$ cat config.mk
export PLATFORM = sky130hd
export DESIGN_NAME = at_local_control_status_regs
export DESIGN_NICKNAME = d
export VERILOG_FILES = /design/src/core/at_local_control_status_regs.v
export VERILOG_INCLUDE_DIRS = /design/src /design/src/core
export SDC_FILE = /design/constraint.sdc
export NUM_CORES = 1
export LEC_CHECK = 0
export BUFFER_PORTS_ARGS = -buffer_cell sky130_fd_sc_hd__buf_2
export CAP_MARGIN = 30
export CORE_ASPECT_RATIO = 2
export CORE_MARGIN = 2
export CORE_UTILIZATION = 45
export DETAILED_ROUTE_END_ITERATION = 7
export PLACE_DENSITY = 0.71
export SYNTH_ARGS = -nofsm -noshare
export SYNTH_HDL_FRONTEND = slang
export SYNTH_SLANG_ARGS = --single-unit
$ cat constraint.sdc
create_clock -name clk -period 1.3 [get_ports clk]
set_input_delay 0.26 -clock clk [delete_from_list [all_inputs] [get_ports clk]]
set_output_delay 0.26 -clock clk [all_outputs]
set_load 0.03 [all_outputs]
$ cat src/core/at_local_regs_map.vh
`ifndef AT_LOCAL_REGS_MAP_VH
`define AT_LOCAL_REGS_MAP_VH

// register offsets on the local bus
`define CSR_OFFSET 8'h55
`define DRV0_OFFSET 8'h56
`define DRV1_OFFSET 8'h57
`define EVT_STATUS_OFFSET 8'h59
`define EVT_MASK_OFFSET 8'h5a

// host_control_status field positions
`define CSR_ERROR_BIT 0
`define CSR_IRQEN_N_BIT 1
`define CSR_PRGRST_BIT 2
`define CSR_HD3_BIT 3
`define CSR_INT_BIT 4
`define CSR_CORRECTED_DATA_FLAG_BIT 5
`define CSR_BUFFER_TRANSFER_ACTIVE_BIT 6
`define CSR_BUSY_BIT 7

// drive status field positions
`define DRV_SEEK_BIT 0
`define DRV_FAULT_BIT 1
`define DRV_PRESENT_BIT 2
`define DRV_RWC_BIT 3
`define DRV_FORCE_BIT 4
`define DRV_USED_MSB 4

// host fixed-disk register field positions
`define FD_IRQEN_N_BIT 1
`define FD_PRGRST_BIT 2
`define FD_HD3_BIT 3

// event status / mask bit positions
`define EVT_HOST_CMD_BIT 0
`define EVT_PRGRST_BIT 1
`define EVT_BUSY_DONE_BIT 2
`define EVT_FD_WRITE_BIT 3
`define EVT_MSB 3

// reset values
`define DRV_RESET 5'h00
`define MIRROR_RESET 3'h0
`define EVT_RESET 4'h0
`define BUSY_RESET 1'b1
`define RDATA_RESET 8'h00

`endif

$ cat src/core/at_local_control_status_regs.v
// Strobed register access was left to the implementer.
`timescale 1ns/100ps
// Function
// - any reset clears control/status and sets busy; mirrored bits 1-3 clear on host bus reset only
// - error flag sets when a command or power-up diagnostics fail
// - error flag clears when host writes the command register, unless a command fails in that cycle
// - bit 1 mirrors host interrupt enable, active low, enabling the host irq driver
// - bit 2 mirrors host programmed reset; local side gets told of it
// - bit 3 mirrors head 3 select versus reduced write current choice
// - writing one to bit 4 raises host interrupt; bit 4 reads the line level
// - host irq per sector, dropped after each but the last, held until serviced
// - error in multi-sector transfer raises host irq and holds it to the end
// - corrected-data flag sets on correctable ECC, clears on host command write
// - buffer-transfer flag held while active; clears on last data by direction
// - busy sets on command write, diagnostic, and while any reset is active
// - busy clears on read's last sector once FIFO full and DREQ asserted
// - drive 0 register goes to host when drive 0 selected; local reset only
// - drive status bits 0-3: seek done, write fault, present, low write current
// - drive 0 force bit makes host head 3 enable read as one
// - drive 1 register identical to drive 0, shown when drive 1 selected
`include "at_local_regs_map.vh"

module at_local_control_status_regs (
    input wire clk,
    input wire rst,
    // local register port
    input wire [7:0] addr,
    input wire [7:0] writeData,
    input wire writeStrobe,
    input wire readStrobe,
    output reg [7:0] readData,
    // host bus reset pin, asynchronous to clk
    input wire host_bus_reset,
    // host-side events from logic on clk
    input wire hostCommandWrite,
    input wire hostFixedDiskWrite,
    input wire [7:0] hostFixedDiskData,
    input wire hostIrqService,
    input wire [1:0] driveSelect,
    // command engine events
    input wire diagCommand,
    input wire commandFailed,
    input wire correctableEcc,
    input wire readCommand,
    input wire sectorStart,
    input wire sectorEnd,
    input wire lastSector,
    input wire fifoFullDreq,
    input wire bufferXferStart,
    input wire xferIsDiskWrite,
    input wire lastDataToHost,
    input wire lastDataToBuffer,
    // host-facing results and the local interrupt
    output reg host_irq_line,
    output wire host_irq_line_oe,
    output wire hostProgReset,
    output wire head3_select_mirror,
    output reg [4:0] hostDriveStatus,
    output wire localIrq
);

    // ==========================================================
    // host bus reset synchroniser
    // ==========================================================
    reg hostResetMeta;
    reg hostResetSync;

    // two flops; only the second one is read by logic
    always @(posedge clk) begin
        if (rst) begin
            hostResetMeta <= 1'b0;
            hostResetSync <= 1'b0;
        end else begin
            hostResetMeta <= host_bus_reset;
            hostResetSync <= hostResetMeta;
        end
    end

    // ==========================================================
    // decode and reset combination
    // ==========================================================
    reg [2:0] fdMirror;
    reg errorFlag;
    reg cdataFlag;
    reg btrnsFlag;
    reg busy;
    reg busyPrev;
    reg errHold;
    reg prgRstPrev;
    wire [`DRV_USED_MSB:0] drive0Status;
    wire [`DRV_USED_MSB:0] drive1Status;
    reg [`EVT_MSB:0] evtStatus;
    reg [`EVT_MSB:0] evtMask;
    reg [7:0] next_readData;

    wire csrWrite;
    wire drv0Write;
    wire drv1Write;
    wire evtWrite;
    wire maskWrite;
    wire resetAll;
    wire irqEnabled;
    wire lastSectorNow;
    wire xferDoneNow;
    wire [`DRV_USED_MSB:0] selStatus;
    wire [`EVT_MSB:0] evtSet;
    wire [7:0] csrValue;
    wire busyClear;
    wire irqRaise;
    wire irqDrop;

    assign csrWrite = writeStrobe && (addr == `CSR_OFFSET);
    assign drv0Write = writeStrobe && (addr == `DRV0_OFFSET);
    assign drv1Write = writeStrobe && (addr == `DRV1_OFFSET);
    assign evtWrite = writeStrobe && (addr == `EVT_STATUS_OFFSET);
    assign maskWrite = writeStrobe && (addr == `EVT_MASK_OFFSET);

    // local, host pin or host-programmed reset all clear the flags and the irq line, and set busy
    assign hostProgReset = fdMirror[`CSR_PRGRST_BIT - 1];
    assign resetAll = rst | hostResetSync | hostProgReset;

    // interrupt enable mirror is active low
    assign irqEnabled = ~fdMirror[`CSR_IRQEN_N_BIT - 1];
    assign host_irq_line_oe = irqEnabled;

    // a sector in error counts as the last sector whatever the count says
    assign lastSectorNow = lastSector | errorFlag;

    // the end of a transfer depends on which way data flows
    assign xferDoneNow = xferIsDiskWrite ? lastDataToBuffer : lastDataToHost;

    // read-side busy release, only once the FIFO has filled for the host
    assign busyClear = readCommand && lastSectorNow && fifoFullDreq;

    // interrupt raise and per-sector drop, raise only while the host enabled it
    assign irqRaise = irqEnabled && (sectorStart || (commandFailed && btrnsFlag));
    assign irqDrop = sectorEnd && !lastSector && !errHold;

    // ==========================================================
    // mirrored host fixed-disk bits
    // ==========================================================
    // only the host pin clears these; a programmed reset must
    // not wipe the very bit that asserts it
    always @(posedge clk) begin
        if (hostResetSync) begin
            fdMirror <= `MIRROR_RESET;
        end else if (hostFixedDiskWrite) begin
            fdMirror <= {hostFixedDiskData[`FD_HD3_BIT], hostFixedDiskData[`FD_PRGRST_BIT],
                hostFixedDiskData[`FD_IRQEN_N_BIT]};
        end
    end

    // head 3 use as seen by the drive cable, with per-drive force
    assign selStatus = driveSelect[0] ? drive1Status : drive0Status;
    assign head3_select_mirror = fdMirror[`CSR_HD3_BIT - 1] | selStatus[`DRV_FORCE_BIT];

    // ==========================================================
    // error and corrected-data flags
    // ==========================================================
    // failure event wins over a clear in the same cycle
    always @(posedge clk) begin
        if (resetAll) begin
            errorFlag <= 1'b0;
        end else if (commandFailed) begin
            errorFlag <= 1'b1;
        end else if (hostCommandWrite) begin
            errorFlag <= 1'b0;
        end else if (csrWrite) begin
            errorFlag <= writeData[`CSR_ERROR_BIT];
        end
    end

    always @(posedge clk) begin
        if (resetAll) begin
            cdataFlag <= 1'b0;
        end else if (correctableEcc) begin
            cdataFlag <= 1'b1;
        end else if (hostCommandWrite) begin
            cdataFlag <= 1'b0;
        end else if (csrWrite) begin
            cdataFlag <= writeData[`CSR_CORRECTED_DATA_FLAG_BIT];
        end
    end

    // ==========================================================
    // buffer transfer flag, read only
    // ==========================================================
    always @(posedge clk) begin
        if (resetAll) begin
            btrnsFlag <= 1'b0;
        end else if (bufferXferStart) begin
            btrnsFlag <= 1'b1;
        end else if (xferDoneNow) begin
            btrnsFlag <= 1'b0;
        end
    end

    // ==========================================================
    // busy flag
    // ==========================================================
    // busy is held high for as long as any reset lasts
    always @(posedge clk) begin
        if (resetAll) begin
            busy <= `BUSY_RESET;
        end else if (hostCommandWrite || diagCommand) begin
            busy <= 1'b1;
        end else if (busyClear) begin
            busy <= 1'b0;
        end else if (csrWrite) begin
            busy <= writeData[`CSR_BUSY_BIT];
        end
    end

    // ==========================================================
    // host interrupt sequencing
    // ==========================================================
    // errHold keeps the line up from an error to the end of the last sector
    always @(posedge clk) begin
        if (resetAll) begin
            errHold <= 1'b0;
        end else if (commandFailed && btrnsFlag) begin
            errHold <= 1'b1;
        end else if (sectorEnd && lastSector) begin
            errHold <= 1'b0;
        end
    end

    // raising sources win over the drop and the service clear
    always @(posedge clk) begin
        if (resetAll) begin
            host_irq_line <= 1'b0;
        end else if (csrWrite && writeData[`CSR_INT_BIT]) begin
            host_irq_line <= 1'b1;
        end else if (irqRaise) begin
            host_irq_line <= 1'b1;
        end else if (irqDrop) begin
            host_irq_line <= 1'b0;
        end else if (hostIrqService && !errHold) begin
            host_irq_line <= 1'b0;
        end
    end

    // ==========================================================
    // drive status registers
    // ==========================================================
    // both drives share one register design; bits above the force bit are not stored
    drive_status_reg #(
        .WIDTH(`DRV_USED_MSB + 1)
    ) i_drive0 (
        .clk(clk),
        .rst(rst),
        .load(drv0Write),
        .loadData(writeData[`DRV_USED_MSB:0]),
        .value(drive0Status)
    );

    drive_status_reg #(
        .WIDTH(`DRV_USED_MSB + 1)
    ) i_drive1 (
        .clk(clk),
        .rst(rst),
        .load(drv1Write),
        .loadData(writeData[`DRV_USED_MSB:0]),
        .value(drive1Status)
    );

    // host view follows the drive number field, registered for a clean bus
    always @(posedge clk) begin
        if (rst) begin
            hostDriveStatus <= `DRV_RESET;
        end else begin
            hostDriveStatus <= selStatus;
        end
    end

    // ==========================================================
    // local interrupt: sticky events, mask, one level output
    // ==========================================================
    always @(posedge clk) begin
        if (rst) begin
            busyPrev <= 1'b0;
            prgRstPrev <= 1'b0;
        end else begin
            busyPrev <= busy;
            prgRstPrev <= hostProgReset;
        end
    end

    // programmed reset rising is how firmware learns of it
    assign evtSet = {hostFixedDiskWrite,
        busyPrev & ~busy,
        hostProgReset & ~prgRstPrev,
        hostCommandWrite};

    // write one clears, but a fresh event in that cycle stays set
    always @(posedge clk) begin
        if (rst) begin
            evtStatus <= `EVT_RESET;
        end else if (evtWrite) begin
            evtStatus <= (evtStatus & ~writeData[`EVT_MSB:0]) | evtSet;
        end else begin
            evtStatus <= evtStatus | evtSet;
        end
    end

    always @(posedge clk) begin
        if (rst) begin
            evtMask <= `EVT_RESET;
        end else if (maskWrite) begin
            evtMask <= writeData[`EVT_MSB:0];
        end
    end

    assign localIrq = |(evtStatus & evtMask);

    // ==========================================================
    // read path
    // ==========================================================
    // bit 4 shows the line itself, not the last value written
    assign csrValue = {busy, btrnsFlag, cdataFlag, host_irq_line, fdMirror, errorFlag};

    // data stands one cycle after the strobe and is zero otherwise;
    // these registers only make sense once firmware has left XT mode
    always @* begin
        next_readData = `RDATA_RESET;
        if (readStrobe) begin
            case (addr)
                `CSR_OFFSET: next_readData = csrValue;
                `DRV0_OFFSET: next_readData = {3'h0, drive0Status};
                `DRV1_OFFSET: next_readData = {3'h0, drive1Status};
                `EVT_STATUS_OFFSET: next_readData = {4'h0, evtStatus};
                `EVT_MASK_OFFSET: next_readData = {4'h0, evtMask};
                default: next_readData = `RDATA_RESET;
            endcase
        end
    end

    // registered so software always samples a settled value
    always @(posedge clk) begin
        if (rst) begin
            readData <= `RDATA_RESET;
        end else begin
            readData <= next_readData;
        end
    end

endmodule // at_local_control_status_regs

// ==========================================================
// one drive status register
// ==========================================================
module drive_status_reg #(
    parameter WIDTH = 5
) (
    input wire clk,
    input wire rst,
    input wire load,
    input wire [WIDTH-1:0] loadData,
    output reg [WIDTH-1:0] value
);

    // host and programmed resets leave drive state alone
    always @(posedge clk) begin
        if (rst) begin
            value <= `DRV_RESET;
        end else if (load) begin
            value <= loadData;
        end
    end

endmodule // drive_status_reg

==> Implementation_results.wiki <==
{| class="wikitable"
! Metric !! Value
|-
| Port Buffer Count || 56
|-
| Number of global-route vias before repair || about 1700
|-
| TritonCTS clock tree || done
|-
| Clock Latency Late Sink || about 0.30 ns
|-
| Critical Setup Path Class || reg -> out
|-
| Clock net sink count || 44
|-
| Part of the cycle the worst path needs || 101%
|-
| Starting density of the core || between 40 and 50%
|-
| Slowest Stage Delay on Critical Path || ~0.33 ns
|-
| Number of antenna cells inserted || 0
|-
| Synthesized netlist cell count || about 200
|-
| Clock Skew || 0.00773 ns
|-
| EDFF count, synth || 0
|-
| HP Class || in -> reg
|-
| Leakage power of the design || 1.16 nW
|-
| Worst-margin pin slew || 0.355 ns
|-
| I/O pin cnt || 64
|-
| Total negative slack for setup checks || -0.0158 ns
|-
| Net switching power || a little under 0.0007 W
|-
| Maximum VDD drop || slightly below 0.9 mV
|-
| Clock Power Share || 38.1%
|-
| Placeable core region || approximately 4100 um2
|-
| Die boundary width || ~50 um
|-
| Fin area || 2620 um2
|-
| Highest clock frequency the design can meet || ~0.76 GHz
|-
| Power share of the sequential group || around half
|-
| Final-stage net count || ~330
|-
| Placement row count || 33
|-
| Synthesized cell area || 1910 um2
|-
| Number of setup violations in the final report || 2
|-
| Shortest period the worst path allows || 1.31 ns
|-
| Fraction of registers with async set or reset after synthesis || 0%
|-
| Setup slack at placement || -0.234 ns
|-
| Synthesized area per cell || around 9.5 um2
|-
| Signed area change from the synthesized netlist to the final layout || 37.1%
|-
| Switching share of power || between 20% and 30%
|-
| Share of layout cells above drive strength 1 || between 30% and 40%
|-
| Buffer cell driving the clock tree root || sky130_fd_sc_hd__clkbuf_8
|-
| Vias after detailed routing || 1714
|-
| Crit end category || output port
|-
| Hold bufs inserted after CTS || 0
|-
| Cell Count Post-Placement || 325
|-
| Chain of cells forming the critical path || mux2i_2 -> nand2b_1 -> buf_6
|-
| Number of filler cells placed in the layout || between 300 and 400
|-
| Die Area || 4820 um2
|-
| Wire length of the first global-routing pass || approximately 7.7 mm
|-
| Die height || roughly 96 um
|-
| Crit-path slowest cell || sky130_fd_sc_hd__dfxtp_2
|-
| Share of synthesized area occupied by flip-flops and latches || a little under half
|-
| Data required, critical path || 1.04 ns
|-
| Ratio of total power to cell area || ~1100 nW/um2
|-
| Most used flip-flop cell after synthesis || sky130_fd_sc_hd__dfxtp_1
|-
| Residual DRC count || 0
|-
| Total count of hold-check failures in the final report || 0
|-
| Overall track demand over capacity in global routing || between 20% and 30%
|-
| Syn_nets || 248
|-
| Clock slew seen by the registers of the worst setup and hold paths || around 0.080 ns
|-
| Data arrival time at the worst-slack endpoint || 1.05 ns
|-
| Worst path buffer plus inverter count || 1
|-
| Slew Viols, Final || 0
|-
| Maximum number of pins on one net before global-route repair || 28
|-
| Number of nets still failing antenna checks after routing || 0
|-
| CP startpoint kind || flop
|-
| Internal power of the cells || 0.00211 W
|-
| Maximum level of the CTS H-tree || 2
|-
| Clock buffer count from CTS || 5
|-
| Remaining global-route overflow || 0
|-
| Antenna violations before repair || 0
|-
| Setup repair after global routing missed its margin || true
|-
| Final weighted congestion in routability-driven placement || 0.763
|-
| Slew headroom || about three quarters
|-
| Max-cap violations || 0
|-
| Routed WL per cell || between 10 and 15 um
|-
| Aggregate routed wire length || between 4 and 5 mm
|-
| Post-synth cell types || 33
|-
| Violations in the final reports || setup timing
|-
| Setup slack after layout || -0.0116 ns
|-
| Number of warnings printed during yosys synthesis || 0
|-
| Logic pwr share || between 10% and 20%
|-
| Dpl cell area || ~2400 um2
|-
| Result of the run || complete, but fails checks
|-
| Initial DRT Pass Iterations || 4
|-
| Final cell count without fillers || between 300 and 400
|-
| Family of cells with the greatest summed delay on the critical path || flip-flops
|-
| Worst-path maximum fanout || 2
|-
| Count of routing violations after the opening detailed-route iteration || 8
|-
| Via-to-Cell Ratio || between 5 and 6
|-
| Buffer levels on the longest clock path || 2
|-
| Hpwl dp || around 3.6 mm
|-
| Number of register bits inferred by synthesis || 44
|}
## worst paths after layout
kind | start | end | slack (ns) | cells past startpoint
worst max register to register | i_drive0.value[4] | hostDriveStatus[4] | 0.15 | 7
worst min register to register | hostResetMeta | hostResetSync | 0.44 | 1
worst min-delay path | bufferXferStart | btrnsFlag | 0.17 | 3
worst max-delay path | i_drive1.value[4] | head3_select_mirror | -0.01 | 3
## cell type report
type	count	area, um2	share of cell area [%]
multi-input combinational	142	973	37.1
sequential	44	888	33.9
timing repair buffer	87	551	21.0
clock buffer	5	68.8	2.62
tap	52	65.1	2.48
clock inverter	3	47.5	1.81
inverter	8	30.0	1.14
## cell usage after synthesis, drive strengths merged (2+ instances only)
master | number | area (um2)
nor2b | 8 | 50.1
a22o | 8 | 70.1
nand2b | 6 | 37.5
mux2i | 24 | 240
clkbuf | 5 | 18.8
and2 | 3 | 18.8
buf | 3 | 23.8
o21ai | 8 | 40.0
or3 | 2 | 17.5
dfxtp | 44 | 881
a31oi | 2 | 12.5
nand3 | 2 | 10.0
nand2 | 15 | 56.3
nor2 | 27 | 101
nor3 | 7 | 73.8
nand3b | 2 | 15.0
inv | 8 | 30.0
a22oi | 8 | 60.1
a21oi | 12 | 60.1
## worst register-to-register path: stages, from the launching register on
cell and delay [ns]:
sky130_fd_sc_hd__dfxtp_2 0.34, sky130_fd_sc_hd__mux2i_2 0.08, sky130_fd_sc_hd__buf_4 0.14, sky130_fd_sc_hd__buf_4 0.12, sky130_fd_sc_hd__buf_4 0.12, sky130_fd_sc_hd__buf_4 0.12
sky130_fd_sc_hd__buf_4 0.12, sky130_fd_sc_hd__nor2_1 0.07
## kinds of logic after synthesis
group / synth area share, %
AOI/OAI and AO/OA: 14.5
muxes: 13.1
DFF: 46.0
and+or+nand+nor: 22.5
buffers and inverters: 3.79
## flip-flops by register name, summed over array words and instances (netlist names), 3 cells and up
| signal | count |
|---|---|
| readData | 8 |
| hostDriveStatus | 5 |
| i_drive0.value | 5 |
| i_drive1.value | 5 |
| evtMask | 4 |
| evtStatus | 4 |
| fdMirror | 3 |
## what timing repair did
| item | CTS | global route |
|---|---|---|
| pin swaps | 2 | 2 |
| setup buffers | 7 | 1 |
| setup endpoints to repair | 2 | 2 |
| gates resized for setup | 11 | 2 |
| hold endpoints to repair | 0 | 0 |
## per-stage QoR
stage | util [%] | hold slack (ns) | power [W]
detailed placement | 59.0 | 0.426 | 0.00176
global route | 64.2 | 0.185 | 0.00291
global placement | 59.0 | 0.424 | 0.00175
CTS | 63.8 | 0.167 | 0.00282
finish | 64.2 | 0.167 | 0.00279
floorplan | - | 0.352 | 0.00159
## layer usage
metal | track usage, % | share of wire, %
met1 | 19.5 | 35
met2 | 42.5 | 60
met3 | 3.88 | 3.1
met4 | 11.1 | 2.1
met5 | 0 | 0
## power groups by stage
stage	registers [W]	clock network [W]	logic [W]
3_3_place_gp	0.00144	0	0.000310
5_1_grt	0.00141	0.00114	0.000352
2_1_floorplan	0.00144	0	0.000150
6_report	0.00141	0.00106	0.000320
3_5_place_dp	0.00144	0	0.000316
4_1_cts	0.00141	0.00109	0.000323
## layout by cell type (no fill, tap or decap), types with 2 or more instances in the layout
| cell | n |
|---|---|
| sky130_fd_sc_hd__a31oi_1 | 2 |
| sky130_fd_sc_hd__nor2_1 | 27 |
| sky130_fd_sc_hd__dfxtp_2 | 6 |
| sky130_fd_sc_hd__a22o_1 | 8 |
| sky130_fd_sc_hd__o21ai_1 | 2 |
| sky130_fd_sc_hd__and2_1 | 3 |
| sky130_fd_sc_hd__nand2_1 | 15 |
| sky130_fd_sc_hd__clkbuf_8 | 5 |
| sky130_fd_sc_hd__a22oi_1 | 6 |
| sky130_fd_sc_hd__buf_2 | 54 |
| sky130_fd_sc_hd__clkinv_4 | 2 |
| sky130_fd_sc_hd__buf_4 | 29 |
| sky130_fd_sc_hd__nand3_1 | 2 |
| sky130_fd_sc_hd__nor2b_1 | 8 |
| sky130_fd_sc_hd__nand2b_1 | 6 |
| sky130_fd_sc_hd__mux2i_1 | 23 |
| sky130_fd_sc_hd__a22oi_2 | 2 |
| sky130_fd_sc_hd__nor3_1 | 3 |
| sky130_fd_sc_hd__buf_12 | 2 |
| sky130_fd_sc_hd__nor3_4 | 3 |
| sky130_fd_sc_hd__nand3b_1 | 2 |
| sky130_fd_sc_hd__buf_6 | 2 |
| sky130_fd_sc_hd__dfxtp_1 | 38 |
| sky130_fd_sc_hd__inv_1 | 8 |
| sky130_fd_sc_hd__o21ai_0 | 6 |
| sky130_fd_sc_hd__a21oi_1 | 12 |
Note: power is estimated with default switching activity, not from simulation.
